[src/verilog/uscr_pkg.sv]
// Constants for the USB control and status register group.
// Assumes byte-wide registers reached over the parallel local bus.
package uscr_pkg;
	localparam logic [7:0] USCR_OFF_CTL_LOW = 8'h18;
	localparam logic [7:0] USCR_OFF_CTL_HIGH = 8'h19;
	localparam logic [7:0] USCR_OFF_FRAME_LOW = 8'h1A;
	localparam logic [7:0] USCR_OFF_FRAME_HIGH = 8'h1B;
	localparam logic [7:0] USCR_OFF_REVISION = 8'h23;
	localparam int USCR_LOW_RSVD_HI = 7;
	localparam int USCR_LOW_RSVD_LO = 6;
	localparam int USCR_LOW_WAKE_EN = 5;
	localparam int USCR_LOW_RSVD4 = 4;
	localparam int USCR_LOW_CONNECT = 3;
	localparam int USCR_LOW_IO_WAKE = 1;
	localparam int USCR_HIGH_RESUME = 3;
	localparam int USCR_HIGH_HS = 2;
	localparam int USCR_HIGH_FS = 1;
	localparam int USCR_HIGH_VBUS = 0;
	localparam logic [1:0] USCR_RST_RSVD76 = 2'h3;
	localparam logic USCR_RST_WAKE_EN = 1'b1;
	localparam logic USCR_RST_RSVD4 = 1'b0;
	localparam logic USCR_RST_CONNECT = 1'b0;
	localparam logic USCR_RST_IO_WAKE = 1'b0;
	localparam logic [10:0] USCR_RST_FRAME = 11'h000;
	// Revision code in BCD; the value is arbitrary.
	localparam logic [7:0] USCR_REVISION = 8'h12;
	localparam int USCR_SYNC_W = 20;
endpackage

[src/verilog/uscr_sync.sv]
// Two-flop synchroniser for a vector of unrelated pin levels.
// Assumes each bit is a slow level; multi-bit words must be held stable by the sender.
`timescale 1ns/1ns
module uscr_sync #(
	parameter int W = 1
) (
	input wire logic i_ref_clk,
	input wire logic i_rst,
	input wire logic [W-1:0] i_async,
	input wire logic [W-1:0] i_rst_val,
	output logic [W-1:0] o_sync
);
	logic [W-1:0] meta_q;
	logic [W-1:0] sync_q;

	// Bits are stored relative to their reset level, so the flops clear to zero yet report the idle level.
	// The reset value is a constant at every instance, so flops still load a constant.
	always_ff @(posedge i_ref_clk or posedge i_rst) begin
		if (i_rst) begin
			meta_q <= '0;
			sync_q <= '0;
		end else begin
			meta_q <= i_async ^ i_rst_val;
			sync_q <= meta_q;
		end
	end

	assign o_sync = sync_q ^ i_rst_val;
endmodule // uscr_sync

[src/verilog/uscr_regs.sv]
// USB control and status register group behind the local parallel bus.
// Assumes core USB logic on i_ref_clk supplies speed, bus activity and SOF results.
`timescale 1ns/1ns
module uscr_regs
	import uscr_pkg::*;
(
	input wire logic i_ref_clk,
	input wire logic i_rst,
	input wire logic i_cs_n,
	input wire logic i_rd_n,
	input wire logic i_wr_n,
	input wire logic [7:0] i_addr,
	input wire logic [7:0] i_data,
	output logic [7:0] o_data,
	output logic o_data_oe,
	input wire logic i_vbus,
	input wire logic i_bus_activity,
	input wire logic i_high_speed,
	input wire logic i_full_speed,
	input wire logic i_remote_wakeup_en,
	input wire logic i_sof_valid,
	input wire logic i_sof_error,
	input wire logic [10:0] i_sof_frame,
	output logic o_connect,
	output logic o_wakeup_detect,
	output logic o_remote_wakeup,
	output logic o_resume_start
);
	logic [USCR_SYNC_W-1:0] sync_out;
	logic cs_n_s;
	logic rd_n_s;
	logic wr_n_s;
	logic vbus_s;
	logic [7:0] addr_s;
	logic [7:0] data_s;

	// Strobes reset to their idle high level through the inversion mask.
	uscr_sync #(.W(USCR_SYNC_W)) u_sync (
		.i_ref_clk(i_ref_clk),
		.i_rst(i_rst),
		.i_async({i_cs_n, i_rd_n, i_wr_n, i_vbus, i_addr, i_data}),
		.i_rst_val({3'h7, 17'h00000}),
		.o_sync(sync_out)
	);
	assign {cs_n_s, rd_n_s, wr_n_s, vbus_s, addr_s, data_s} = sync_out;

	logic wr_n_prev_q, wr_n_prev_d;
	logic cs_n_prev_q, cs_n_prev_d;
	logic [1:0] rsvd76_q, rsvd76_d;
	logic wake_en_q, wake_en_d;
	logic rsvd4_q, rsvd4_d;
	logic connect_q, connect_d;
	logic io_wake_q, io_wake_d;
	logic [10:0] frame_q, frame_d;
	logic [7:0] rdata_q, rdata_d;
	logic oe_q, oe_d;
	logic wakeup_q, wakeup_d;
	logic rwake_q, rwake_d;
	logic resume_q, resume_d;
	logic wr_strobe;
	logic cs_fall;
	logic rd_active;

	// A write lands on the trailing edge of the synchronised write strobe, once address and data settled.
	assign wr_strobe = !wr_n_prev_q && wr_n_s && !cs_n_s;
	assign cs_fall = cs_n_prev_q && !cs_n_s;
	assign rd_active = !cs_n_s && !rd_n_s;

	always_comb begin
		wr_n_prev_d = wr_n_s;
		cs_n_prev_d = cs_n_s;
		rsvd76_d = rsvd76_q;
		wake_en_d = wake_en_q;
		rsvd4_d = rsvd4_q;
		connect_d = connect_q;
		io_wake_d = io_wake_q;
		frame_d = frame_q;
		resume_d = 1'b0;
		if (wr_strobe && addr_s == USCR_OFF_CTL_LOW) begin
			rsvd76_d = data_s[USCR_LOW_RSVD_HI:USCR_LOW_RSVD_LO];
			wake_en_d = data_s[USCR_LOW_WAKE_EN];
			rsvd4_d = data_s[USCR_LOW_RSVD4];
			connect_d = data_s[USCR_LOW_CONNECT];
			io_wake_d = data_s[USCR_LOW_IO_WAKE];
		end
		// Resume is a one-cycle strobe; no bit is stored, so it cannot be read back.
		if (wr_strobe && addr_s == USCR_OFF_CTL_HIGH && data_s[USCR_HIGH_RESUME] && i_remote_wakeup_en) begin
			resume_d = 1'b1;
		end
		if (i_sof_valid && !i_sof_error) begin
			frame_d = i_sof_frame;
		end
		wakeup_d = wake_en_q && i_bus_activity;
		rwake_d = io_wake_q && cs_fall;
		oe_d = rd_active;
		rdata_d = 8'h00;
		if (rd_active) begin
			unique case (addr_s)
				USCR_OFF_CTL_LOW: begin
					rdata_d = {rsvd76_q, wake_en_q, rsvd4_q, connect_q, 1'b0, io_wake_q, 1'b0};
				end
				USCR_OFF_CTL_HIGH: begin
					rdata_d = {4'h0, 1'b0, i_high_speed, i_full_speed, vbus_s};
				end
				USCR_OFF_FRAME_LOW: begin
					rdata_d = frame_q[7:0];
				end
				USCR_OFF_FRAME_HIGH: begin
					rdata_d = {5'h00, frame_q[10:8]};
				end
				USCR_OFF_REVISION: begin
					rdata_d = USCR_REVISION;
				end
				default: begin
					rdata_d = 8'h00;
				end
			endcase
		end
	end

	always_ff @(posedge i_ref_clk or posedge i_rst) begin
		if (i_rst) begin
			wr_n_prev_q <= 1'b1;
			cs_n_prev_q <= 1'b1;
			rsvd76_q <= USCR_RST_RSVD76;
			wake_en_q <= USCR_RST_WAKE_EN;
			rsvd4_q <= USCR_RST_RSVD4;
			connect_q <= USCR_RST_CONNECT;
			io_wake_q <= USCR_RST_IO_WAKE;
			frame_q <= USCR_RST_FRAME;
			rdata_q <= 8'h00;
			oe_q <= 1'b0;
			wakeup_q <= 1'b0;
			rwake_q <= 1'b0;
			resume_q <= 1'b0;
		end else begin
			wr_n_prev_q <= wr_n_prev_d;
			cs_n_prev_q <= cs_n_prev_d;
			rsvd76_q <= rsvd76_d;
			wake_en_q <= wake_en_d;
			rsvd4_q <= rsvd4_d;
			connect_q <= connect_d;
			io_wake_q <= io_wake_d;
			frame_q <= frame_d;
			rdata_q <= rdata_d;
			oe_q <= oe_d;
			wakeup_q <= wakeup_d;
			rwake_q <= rwake_d;
			resume_q <= resume_d;
		end
	end

	assign o_data = rdata_q;
	assign o_data_oe = oe_q;
	assign o_connect = connect_q;
	assign o_wakeup_detect = wakeup_q;
	assign o_remote_wakeup = rwake_q;
	assign o_resume_start = resume_q;

	property p_rev_read;
		@(posedge i_ref_clk) disable iff (i_rst) (rd_active && addr_s == USCR_OFF_REVISION) |=> (o_data == USCR_REVISION);
	endproperty
	a_rev_read: assert property (p_rev_read) else $error("revision read wrong");

	property p_wake_detect;
		@(posedge i_ref_clk) disable iff (i_rst) ##1 (o_wakeup_detect == ($past(wake_en_q) && $past(i_bus_activity)));
	endproperty
	a_wake_detect: assert property (p_wake_detect) else $error("wakeup detect mismatch");

	property p_connect_write;
		@(posedge i_ref_clk) disable iff (i_rst) (wr_strobe && addr_s == USCR_OFF_CTL_LOW) |=> (o_connect == $past(data_s[3]));
	endproperty
	a_connect_write: assert property (p_connect_write) else $error("connect bit not written");

	property p_io_wake;
		@(posedge i_ref_clk) disable iff (i_rst) cs_fall |=> (o_remote_wakeup == $past(io_wake_q));
	endproperty
	a_io_wake: assert property (p_io_wake) else $error("chip select wakeup wrong");

	property p_resume_cause;
		@(posedge i_ref_clk) disable iff (i_rst) o_resume_start |-> $past(wr_strobe && addr_s == USCR_OFF_CTL_HIGH && data_s[3] && i_remote_wakeup_en);
	endproperty
	a_resume_cause: assert property (p_resume_cause) else $error("resume without cause");

	property p_resume_pulse;
		@(posedge i_ref_clk) disable iff (i_rst) o_resume_start |=> !o_resume_start;
	endproperty
	a_resume_pulse: assert property (p_resume_pulse) else $error("resume not self clearing");

	property p_high_read;
		@(posedge i_ref_clk) disable iff (i_rst) (rd_active && addr_s == USCR_OFF_CTL_HIGH) |=>
			(o_data[3] == 1'b0 && o_data[2] == $past(i_high_speed) && o_data[1] == $past(i_full_speed) && o_data[0] == $past(vbus_s));
	endproperty
	a_high_read: assert property (p_high_read) else $error("control high readback wrong");

	property p_frame_load;
		@(posedge i_ref_clk) disable iff (i_rst) (i_sof_valid && !i_sof_error) |=> (frame_q == $past(i_sof_frame));
	endproperty
	a_frame_load: assert property (p_frame_load) else $error("frame not loaded");

	property p_frame_hold;
		@(posedge i_ref_clk) disable iff (i_rst) !(i_sof_valid && !i_sof_error) |=> $stable(frame_q);
	endproperty
	a_frame_hold: assert property (p_frame_hold) else $error("frame changed without good SOF");

	property p_frame_high_read;
		@(posedge i_ref_clk) disable iff (i_rst) (rd_active && addr_s == USCR_OFF_FRAME_HIGH) |=> (o_data[7:3] == 5'h00);
	endproperty
	a_frame_high_read: assert property (p_frame_high_read) else $error("frame high upper bits set");

	c_resume: cover property (@(posedge i_ref_clk) disable iff (i_rst) o_resume_start);
	c_rwake: cover property (@(posedge i_ref_clk) disable iff (i_rst) o_remote_wakeup);
	c_connect: cover property (@(posedge i_ref_clk) disable iff (i_rst) $rose(o_connect));
	c_frame: cover property (@(posedge i_ref_clk) disable iff (i_rst) i_sof_valid && i_sof_error);
endmodule // uscr_regs

[config.mk]
export PLATFORM = sky130hd
export DESIGN_NAME = uscr_regs
export DESIGN_NICKNAME = d
export VERILOG_FILES = /design/src/verilog/uscr_pkg.sv /design/src/verilog/uscr_sync.sv /design/src/verilog/uscr_regs.sv
export SDC_FILE = /design/constraint.sdc
export NUM_CORES = 1
export LEC_CHECK = 0
export BUFFER_PORTS_ARGS = -buffer_cell sky130_fd_sc_hd__buf_2
export CORE_MARGIN = 3
export CORE_UTILIZATION = 43
export DETAILED_ROUTE_END_ITERATION = 10
export PLACE_DENSITY_LB_ADDON = 0.1
export SLEW_MARGIN = 10
export SYNTH_ARGS = -nofsm -noshare
export SYNTH_HDL_FRONTEND = slang
export SYNTH_SLANG_ARGS = --single-unit
[constraint.sdc]
create_clock -name i_ref_clk -period 2.5 [get_ports i_ref_clk]
set_clock_uncertainty 0.15 [all_clocks]
set_input_delay 0.25 -clock i_ref_clk [delete_from_list [all_inputs] [get_ports i_ref_clk]]
set_output_delay 0.25 -clock i_ref_clk [all_outputs]
set_load 0.01 [all_outputs]
==> qor.log, run 1 <==
[timing] final period utilization 73.1%
[global_route] GRT Overall Usage 14.1%
[timing] Max Freq 547 MHz
[timing] fin. max-slew vios 0
[yosys] sequential-to-total area share from yosys stat 76.0%
[worst_setup_path] kind of critical path reg -> reg
[worst_setup_path] reg2reg end io_wake_q$_DFFE_PP0P_
[worst_setup_path] delay-heaviest family, CP simple AND/OR/NAND/NOR gates
[finish] nets@finish 259
[worst_setup_path] sort of element at the end of the critical path flop
[timing] number of endpoints failing setup at the final stage 0
[die] die height 77.7 um
[die] Die Width 77.7 um
[worst_hold_path] classification of the worst-slack hold path in -> reg
[timing] setup repair after global routing missed its margin no
[clock_network] H-tree depth 3
[clock_network] Clock Sinks 67
[power] Internal Power 1.76 mW
[route] number of vias per cell 4.39
[die] die area 0.00604 sq mm
[global_route] first-pass GRT wire length 6330 um
[timing] worst slew pin tran 0.612 ns
[finish] leading cell type in the layout, fill and taps excluded dfrtp_1
[power] Net Sw Frac 21.2%
[timing] Max-slew headroom 59.2%
[timing] Hold WS 0.0311 ns
[power] Gate power share 7.0%
[timing] min cycle time layout 1.83 ns
[worst_setup_path] cell with the largest stage delay on the worst path dfrtp_1
[worst_setup_path] Startpoint Class flop
[power] worst IR drop on VDD 0.000388 V
[worst_setup_path] worst path cell trace nor4b_4 > nand4b_4 > mux2_2
[worst_setup_path] peak fanout along the critical path 11
[route] initial drt markers 30
[route] DR vias 1281
[finish] antenna diode count 0
[route] Residual DRC 0
[clock_network] clock network latency to the later pin of the worst-skew pair 0.33 ns
[finish] final core utilization 63.4%
[timing] count of final hold-check violations 0
[die] initial cell density of the core 45.7%
[route] number of nets still failing antenna checks after routing 0
[clock_network] TritonCTS clock tree built
[finish] number of fill cells 383
[placed_design] detailed placer's ending HPWL 2420 um
[die] count of standard-cell rows 25
[yosys] number of instances in the synthesized netlist 131
[clock_network] Post-CTS Resized 0
[global_route] overall overflow remaining after global route 0
[die] core area 0.00485 sq mm
[clock_network] clock slew at reported path FFs 0.07 ns
[worst_setup_path] number of buffer and inverter instances along the worst setup path 0
[yosys] YS warnings 0
[worst_setup_path] Worst R2R Start u_sync.sync_q[9]$_DFF_PP0_
[yosys] post-synth net total 170
[finish] commonest non-fill, non-tap cells in the layout dfrtp_1, buf_2, dlygate4sd3_1
[clock_network] root buffer cell clkbuf_8
[power] switching power 0.474 mW
[worst_setup_path] critical path arrival 1.89 ns
[worst_setup_path] delay of the slowest critical-path stage 0.59 ns
[worst_hold_path] hold path endpoint o_data[2]$_DFF_PP0_
[placed_design] routability congestion estimate 0.728
[finish] area grow syn2layout 38.8%
[timing] Setup TNS Final 0 ns
[route] final routed wirelength across all metal layers 3650 um
[clock_network] number of clock buffers inserted by TritonCTS 9
[power] Flop pwr share 52.6%
[yosys] Mean Syn Cell Area 16.9 sq um
[yosys] Cell variety after synth 25
[worst_hold_path] Hold Crit Start i_high_speed
[power] static leakage power 1.49 nW
[run] reported max-cap violation count 0
[power] Cell Pwr Density 727 mW/mm^2
[outcome] outcome completed
[worst_setup_path] reg-to-reg setup timing slack 0.67 ns
[route] routed wirelength normalized by instance count 12.5 um
[placed_design] number of buffers inserted by port buffering 49
[yosys] synthesis-stage register bit count 67
[worst_setup_path] cell depth of the worst setup path 3
[yosys] Mapped Area 0.00221 sq mm
[global_route] pin count of the biggest net entering global routing 40
[power] Clock Power Share 40.4%
[route] number of iterations in the first detailed-routing pass 3
[clock_network] Bufs on Longest Clock Path 2
[global_route] vias in the first global route 1412
[worst_setup_path] required arrival time at the worst endpoint 2.56 ns
[power] total design power 2.24 mW
[finish] fraction of final layout cells sized beyond drive strength 1 42.7%
[global_route] number of antenna violations at the first check in global routing 0
[worst_hold_path] hold depth 3
[die] Boundary Pins 52
[worst_setup_path] cell depth of the worst flop-to-flop path 3
per-stage QoR:
step / std cells / setup slack [ns] / area, sq um
final: 292 / 0.672 / 3070
after global routing: 292 / 0.566 / 3070
after CTS: 290 / 0.640 / 3050
after detailed placement: 245 / 0.656 / 2550
after global placement: 245 / 0.705 / 2550
after floorplan: 131 / 0.425 / 2210
cell families after synthesis:
group	count (synthesis)	share of synthesized area [%]
compound gates	4	1.13
buf+inv	10	1.92
flops	67	76.0
mux	25	13.0
simple gates	25	7.91
cells in the mapped netlist, drive strengths merged:
cell type | instances | share of area, %
dfrtp | 62 | 70
mux2 | 20 | 10
nor2 | 7 | 1.2
inv | 6 | 1.0
dfstp | 5 | 5.9
mux2i | 4 | 1.8
buf | 3 | 0.68
nand2 | 3 | 0.51
a21oi | 2 | 0.45
a22oi | 2 | 0.68
and2 | 2 | 0.57
nand3 | 2 | 0.45
nand4b | 2 | 1.5
nor2b | 2 | 0.57
and3 | 1 | 0.28
and3b | 1 | 0.40
clkbuf | 1 | 0.23
mux4 | 1 | 1.0
nand3b | 1 | 0.34
nand4 | 1 | 0.28
nor3 | 1 | 0.45
nor3b | 1 | 0.34
nor4b | 1 | 1.1
worst min-delay path, stage by stage:
cell and delay [ns]:
buf_2 0.08, a22oi_1 0.05, nor2_1 0.08
state kept, by name, summed over array words and instances, names as in the netlist, 2 cells and up:
name / cells
rsvd76_q: 2
o_data: 8
frame_q: 11
u_sync.meta_q: 18
u_sync.sync_q: 18
per-layer routing:
| metal | vias to the layer above | GRT usage (%) | share of wire (%) | wire, um |
|---|---|---|---|---|
| met2 | 41 | 22.1 | 50 | 1810 |
| met1 | 616 | 16.0 | 42 | 1520 |
| met3 | 6 | 6.03 | 6.8 | 249 |
| li1 | 618 | - | - | - |
| met4 | 0 | 8.36 | 2.1 | 76 |
| met5 | - | 0 | 0 | 0 |
cell type report:
| cell class | count | area (sq um) | share of cell area (%) |
|---|---|---|---|
| clock buffer | 11 | 151 | 4.93 |
| clock inverter | 5 | 61.3 | 2.00 |
| inverter | 6 | 22.5 | 0.733 |
| multi-input combinational | 54 | 488 | 15.9 |
| sequential | 67 | 1680 | 54.8 |
| tap | 67 | 83.8 | 2.73 |
| timing repair buffer | 82 | 583 | 19.0 |
power groups by stage:
stage | logic [mW] | registers [mW] | clock network, mW
finish | 0.157 | 1.18 | 0.902
detailed placement | 0.124 | 1.20 | 0
floorplan | 0.0810 | 1.18 | 0
global route | 0.176 | 1.18 | 0.986
CTS | 0.158 | 1.18 | 0.936
global placement | 0.117 | 1.19 | 0
worst max-delay path by stage:
stage | slack, ns | startpoint | end
after CTS | 0.64 | u_sync.sync_q[9]$_DFF_PP0_ | io_wake_q$_DFFE_PP0P_
after floorplan | 0.43 | i_rst | frame_q[0]$_DFFE_PP0P_
after global routing | 0.57 | u_sync.sync_q[9]$_DFF_PP0_ | io_wake_q$_DFFE_PP0P_
final | 0.67 | u_sync.sync_q[9]$_DFF_PP0_ | io_wake_q$_DFFE_PP0P_
after detailed placement | 0.66 | u_sync.sync_q[9]$_DFF_PP0_ | io_wake_q$_DFFE_PP0P_
after global placement | 0.71 | u_sync.sync_q[9]$_DFF_PP0_ | o_connect$_DFFE_PP0P_
repair_timing:
action,in CTS,in global routing
buffers inserted,0,0
hold buffers,29,2
hold endpoints to repair,55,2
No activity file was read; power rests on OpenSTA's default activity.
==> inputs of run 2 (changes only) <==
Clock period 2.5 ns to 1.57 ns, I/O delays scaled along.
==> run 2 against run 1 <==
- register-to-register slack worse by 0.65 ns
- clock power up 35%
- count of clock-buffer cells in the layout up 2
- power up 50%
- cell count up 1.7%
- worst hold slack better by 0.16 ns
- wire length up 3.3%
- critical path depth unchanged
- critical endpoint unchanged
- largest power group unchanged
==> qor.log, run 2 (synthesis gave the netlist of run 1 again) <==
[outcome] outcome completed
[timing] setup repair after global routing missed its margin yes
[worst_setup_path] kind of critical path reg -> reg
[worst_setup_path] cell depth of the worst flop-to-flop path 3
[clock_network] clock slew at reported path FFs 0.07 ns
[clock_network] Post-CTS Setup Repair Bufs 0
[worst_setup_path] peak fanout along the critical path 6
[route] routed wirelength normalized by instance count 12.7 um
[placed_design] detailed placer's ending HPWL 2470 um
[worst_setup_path] Startpoint Class flop
[die] die area 0.00604 sq mm
[run] reported max-cap violation count 0
[route] Residual DRC 0
[finish] number of fill cells 371
[timing] Max-slew headroom 78.1%
[worst_setup_path] worst path cell trace nor4b_4 > nand4b_4 > mux2_2
[global_route] GRT Overall Usage 14.4%
[clock_network] clock network latency to the later pin of the worst-skew pair 0.33 ns
[die] initial cell density of the core 45.7%
[clock_network] TritonCTS clock tree built
[worst_setup_path] reg-to-reg setup timing slack 0.02 ns
[worst_hold_path] hold depth 0
[finish] commonest non-fill, non-tap cells in the layout dfrtp_1, buf_2, dlygate4sd3_1
[timing] min cycle time layout 1.55 ns
[route] number of iterations in the first detailed-routing pass 4
[die] core area 0.00485 sq mm
[die] count of standard-cell rows 25
[worst_setup_path] required arrival time at the worst endpoint 1.63 ns
[timing] Max Freq 644 MHz
[global_route] overall overflow remaining after global route 0
[clock_network] root buffer cell clkbuf_8
[placed_design] routability congestion estimate 0.753
[finish] biggest registers after layout u_sync.meta_q (18), u_sync.sync_q (18), frame_q (11)
[clock_network] Clock Sinks 67
[die] Die Width 77.7 um
[worst_setup_path] critical path arrival 1.62 ns
[route] final routed wirelength across all metal layers 3770 um
[route] DR vias 1342
[timing] final period utilization 98.9%
[power] worst IR drop on VDD 0.000652 V
[timing] worst slew pin tran 0.329 ns
[timing] fin. max-slew vios 0
[finish] nets@finish 264
[worst_setup_path] cell with the largest stage delay on the worst path dfrtp_1
[route] number of vias per cell 4.52
[finish] antenna diode count 0
[worst_hold_path] Hold Crit Start u_sync.meta_q[11]$_DFF_PP0_
[finish] leading cell type in the layout, fill and taps excluded dfrtp_1
[worst_setup_path] sort of element at the end of the critical path flop
[global_route] pin count of the biggest net entering global routing 68
[clock_network] number of clock buffers inserted by TritonCTS 9
[route] initial drt markers 65
[worst_setup_path] delay of the slowest critical-path stage 0.41 ns
[die] Boundary Pins 52
[worst_setup_path] Worst R2R Start u_sync.sync_q[17]$_DFF_PP0_
[timing] Hold WS 0.194 ns
[power] static leakage power 1.51 nW
[finish] final core utilization 63.7%
[placed_design] number of buffers inserted by port buffering 49
[timing] number of endpoints failing setup at the final stage 0
[route] number of nets still failing antenna checks after routing 0
[worst_setup_path] reg2reg end io_wake_q$_DFFE_PP0P_
[timing] count of final hold-check violations 0
[die] die height 77.7 um
[worst_hold_path] classification of the worst-slack hold path reg -> reg
[clock_network] Bufs on Longest Clock Path 2
[finish] fraction of final layout cells sized beyond drive strength 1 42.2%
[worst_hold_path] hold path endpoint u_sync.sync_q[11]$_DFF_PP0_
[global_route] vias in the first global route 1390
[global_route] number of antenna violations at the first check in global routing 0
[finish] area grow syn2layout 39.5%
[global_route] first-pass GRT wire length 6290 um
[clock_network] H-tree depth 3
[power] Cell Pwr Density 1090 mW/mm^2
-- run 2: cell count changes in the layout (fill, tap and decap cells not counted), sizes merged --
cell         change
buf              +3
clkinv           +2
clkinvlp         -2
dlygate4sd3      +2
bufinv           -1
inv              -1
clkbuf           +2
-- run 2: what timing repair did --
action / 4_1_cts / 5_1_grt
hold endpoints to repair: 94 / 0
setup endpoints to repair: 4 / 7
resized for setup: 0 / 1
hold buffers: 33 / 0
pin swaps: 2 / 1
-- run 2: layout make-up --
cell class / count / area [sq um] / share of cell area, %
Clock buffer: 13 / 159 / 5.15
Clock inverter: 3 / 15.0 / 0.486
Inverter: 6 / 26.3 / 0.851
Multi-Input combinational cell: 54 / 494 / 16.0
Sequential cell: 67 / 1680 / 54.5
Tap cell: 67 / 83.8 / 2.72
Timing Repair Buffer: 87 / 626 / 20.3
-- run 2: power by group --
group	total (mW)	leakage [nW]	internal (mW)	switching (mW)
Clock	1.22	0.0932	0.652	0.568
Combinational	0.266	0.611	0.167	0.0984
Sequential	1.87	0.809	1.83	0.0443
-- run 2: critical path, delay by kind of cell, from the launching register on --
kind          cells  cell delay [ns]
simple gates      2             0.56
mux               1             0.32
flops             1             0.41
-- run 2: how the worst max path moves through the flow --
stage	depth (start not counted)	to	slack [ns]	start
3_3_place_gp	3	rsvd4_q$_DFFE_PP0P_	0.03	u_sync.sync_q[9]$_DFF_PP0_
5_1_grt	3	rsvd4_q$_DFFE_PP0P_	-0.09	u_sync.sync_q[17]$_DFF_PP0_
4_1_cts	3	io_wake_q$_DFFE_PP0P_	-0.002	u_sync.sync_q[17]$_DFF_PP0_
6_report	3	io_wake_q$_DFFE_PP0P_	0.02	u_sync.sync_q[17]$_DFF_PP0_
2_1_floorplan	3	io_wake_q$_DFFE_PP0P_	0.12	u_sync.sync_q[9]$_DFF_PP0_
3_5_place_dp	3	io_wake_q$_DFFE_PP0P_	-0.01	u_sync.sync_q[9]$_DFF_PP0_
-- run 2: stage by stage --
step                std cells  TNS [ns]  power, mW  area [sq um]  setup WS (ns)
floorplan                 131         0       2.01          2220          0.118
global placement          248         0       2.10          2580         0.0307
detailed placement        248   -0.0369       2.11          2580        -0.0138
CTS                       297  -0.00256       3.41          3080       -0.00195
global route              297    -0.434       3.51          3090        -0.0876
finish                    297         0       3.36          3090         0.0175
-- run 2: layer usage --
| layer | vias up | GRT usage (%) | share of wire, % |
|---|---|---|---|
| met1 | 659 | 15.9 | 39 |
| li1 | 626 | - | - |
| met3 | 14 | 4.64 | 5.5 |
| met4 | 0 | 11.6 | 3.9 |
| met2 | 43 | 22.8 | 51 |
| met5 | - | 0 | 0 |
==> inputs of run 3 (changes only) <==
Settings changed: CORE_UTILIZATION 43 to 30.
==> run 3 against run 2 <==
- sequential power about the same
- global-route usage decreased by 3.8 points
- non-clock buffer count increased by 2
- wire length increased by 8.7%
- combinational power increased by 3%
- cell count increased by 10%
- worst hold slack improved by 0.0023 ns
- register-to-register slack improved by 0.03 ns
- count of clock-buffer cells in the layout increased by 1
- clock power increased by 9%
- sequential share of layout area decreased by 1.2 points
- flip-flop and latch count unchanged
- critical endpoint is now rsvd4_q$_DFFE_PP0P_
- highest routed layer unchanged
==> qor.log, run 3 (synthesis gave the netlist of run 1 again) <==
[worst_setup_path] Worst R2R Start u_sync.sync_q[17]$_DFF_PP0_
[timing] setup repair after global routing missed its margin yes
[clock_network] Clock Sinks 67
[placed_design] routability congestion estimate 0.679
[run] reported max-cap violation count 0
[finish] fraction of final layout cells sized beyond drive strength 1 42.2%
[clock_network] Bufs on Longest Clock Path 2
[global_route] pin count of the biggest net entering global routing 29
[finish] number of fill cells 652
[finish] biggest registers after layout u_sync.meta_q (18), u_sync.sync_q (18), frame_q (11)
[die] initial cell density of the core 31.7%
[worst_setup_path] kind of critical path reg -> reg
[finish] nets@finish 266
[route] DR vias 1326
[die] core area 0.00698 sq mm
[route] routed wirelength normalized by instance count 12.5 um
[worst_hold_path] hold depth 0
[worst_setup_path] reg2reg end rsvd4_q$_DFFE_PP0P_
[timing] Hold WS 0.197 ns
[placed_design] detailed placer's ending HPWL 2900 um
[outcome] outcome completed
[timing] worst slew pin tran 0.441 ns
[worst_setup_path] peak fanout along the critical path 6
[clock_network] number of clock buffers inserted by TritonCTS 9
[power] worst IR drop on VDD 0.000511 V
[finish] area grow syn2layout 42.7%
[worst_setup_path] reg-to-reg setup timing slack 0.05 ns
[finish] post-layout instance area 0.00316 sq mm
[die] count of standard-cell rows 30
[route] final routed wirelength across all metal layers 4100 um
[clock_network] TritonCTS clock tree built
[clock_network] root buffer cell clkbuf_8
[finish] antenna diode count 0
[die] die height 91.9 um
[die] Die Width 91.9 um
[worst_setup_path] worst path cell trace nor4b_4 > nand4b_4 > mux2_2
[route] number of nets still failing antenna checks after routing 0
[power] total design power 3.47 mW
[route] number of iterations in the first detailed-routing pass 2
[worst_setup_path] Worst Setup SP u_sync.sync_q[17]$_DFF_PP0_
[route] initial drt markers 73
[global_route] overall overflow remaining after global route 0
[worst_setup_path] delay of the slowest critical-path stage 0.40 ns
[timing] fin. max-slew vios 0
[worst_hold_path] Hold Crit Start u_sync.meta_q[9]$_DFF_PP0_
[timing] min cycle time layout 1.52 ns
[die] Boundary Pins 52
[global_route] first-pass GRT wire length 6720 um
[timing] count of final hold-check violations 0
[timing] final period utilization 96.9%
[clock_network] clock slew at reported path FFs 0.06 ns
[finish] combined area of the multi-input logic cells 488 sq um
[route] number of vias per cell 4.04
[finish] sequential standard cell area 0.00168 sq mm
[global_route] vias in the first global route 1406
[finish] leading cell type in the layout, fill and taps excluded dfrtp_1
[clock_network] H-tree depth 3
[clock_network] clock network latency to the later pin of the worst-skew pair 0.32 ns
[worst_hold_path] hold path endpoint u_sync.sync_q[9]$_DFF_PP0_
[die] die area 0.00844 sq mm
[worst_hold_path] classification of the worst-slack hold path reg -> reg
[worst_setup_path] Startpoint Class flop
[placed_design] cell area reported after detailed placement 0.00263 sq mm
[worst_setup_path] critical path arrival 1.57 ns
[timing] number of endpoints failing setup at the final stage 0
[worst_setup_path] required arrival time at the worst endpoint 1.62 ns
[placed_design] number of buffers inserted by port buffering 49
[worst_setup_path] cell depth of the worst flop-to-flop path 3
[route] Residual DRC 0
[power] static leakage power 1.52 nW
[finish] commonest non-fill, non-tap cells in the layout dfrtp_1, buf_2, dlygate4sd3_1
[worst_setup_path] sort of element at the end of the critical path flop
[timing] Max-slew headroom 70.5%
[timing] Max Freq 658 MHz
[power] Cell Pwr Density 1100 mW/mm^2
[global_route] GRT Overall Usage 10.6%
[worst_setup_path] cell with the largest stage delay on the worst path dfrtp_1
[global_route] number of antenna violations at the first check in global routing 0
==> run 3: cell types whose count changed in the layout (fill, tap and decap cells not counted), sizes merged <==
| cell | before | now |
|---|---|---|
| buf | 54 | 56 |
| clkinv | 3 | 1 |
| bufinv | 0 | 1 |
| clkbuf | 13 | 14 |
==> run 3: worst max path at each step <==
stage | slack [ns] | to
after global placement | 0.02 | rsvd4_q$_DFFE_PP0P_
after global routing | -0.03 | o_connect$_DFFE_PP0P_
final | 0.05 | rsvd4_q$_DFFE_PP0P_
after detailed placement | 0.002 | rsvd76_q[0]$_DFFE_PP1P_
after floorplan | 0.12 | io_wake_q$_DFFE_PP0P_
after CTS | 0.002 | io_wake_q$_DFFE_PP0P_
==> run 3: cell type report <==
| cell class | instances | share of cell area (%) |
|---|---|---|
| clock buffer | 14 | 4.83 |
| sequential | 67 | 53.3 |
| clock inverter | 2 | 1.11 |
| inverter | 6 | 0.832 |
| timing repair buffer | 89 | 20.7 |
| multi-input combinational | 54 | 15.4 |
| tap | 96 | 3.80 |
==> run 3: critical path: cells and delay by family, from the launching register on <==
kind	cells	cell delay [ns]
muxes	1	0.31
DFF	1	0.40
and+or+nand+nor	2	0.54
==> run 3: power by group <==
part | internal (mW) | switching [mW] | total (mW) | leakage (nW)
clock | 0.777 | 0.549 | 1.33 | 0.0947
combinational | 0.172 | 0.103 | 0.275 | 0.621
sequential | 1.83 | 0.0449 | 1.87 | 0.808
==> run 3: repair_timing <==
item / in CTS / in global routing
hold buffers: 33 / 0
pin swaps: 1 / 2
buffers inserted: 0 / 1
endpoints found under the hold margin: 48 / 0
setup endpoints to repair: 4 / 5
gates resized for setup: 0 / 1
==> run 3: layer usage <==
layer / track usage, % / vias up / part of all wire, % / wire length, um
met5: 0 / - / 0 / 0
met1: 13.4 / 649 / 46 / 1880
li1: - / 634 / - / -
met3: 2.95 / 6 / 5.0 / 205
met4: 6.31 / 0 / 1.4 / 59
met2: 16.3 / 37 / 48 / 1950
==> run 3: stage by stage <==
stage | setup TNS [ns] | instances | setup slack (ns) | utilization, %
after CTS | 0 | 327 | 0.00226 | 45.1
after floorplan | 0 | 131 | 0.118 | -
after detailed placement | 0 | 278 | 0.00234 | 37.7
final | 0 | 328 | 0.0494 | 45.3
after global placement | 0 | 278 | 0.0161 | 37.7
after global routing | -0.0814 | 328 | -0.0321 | 45.3
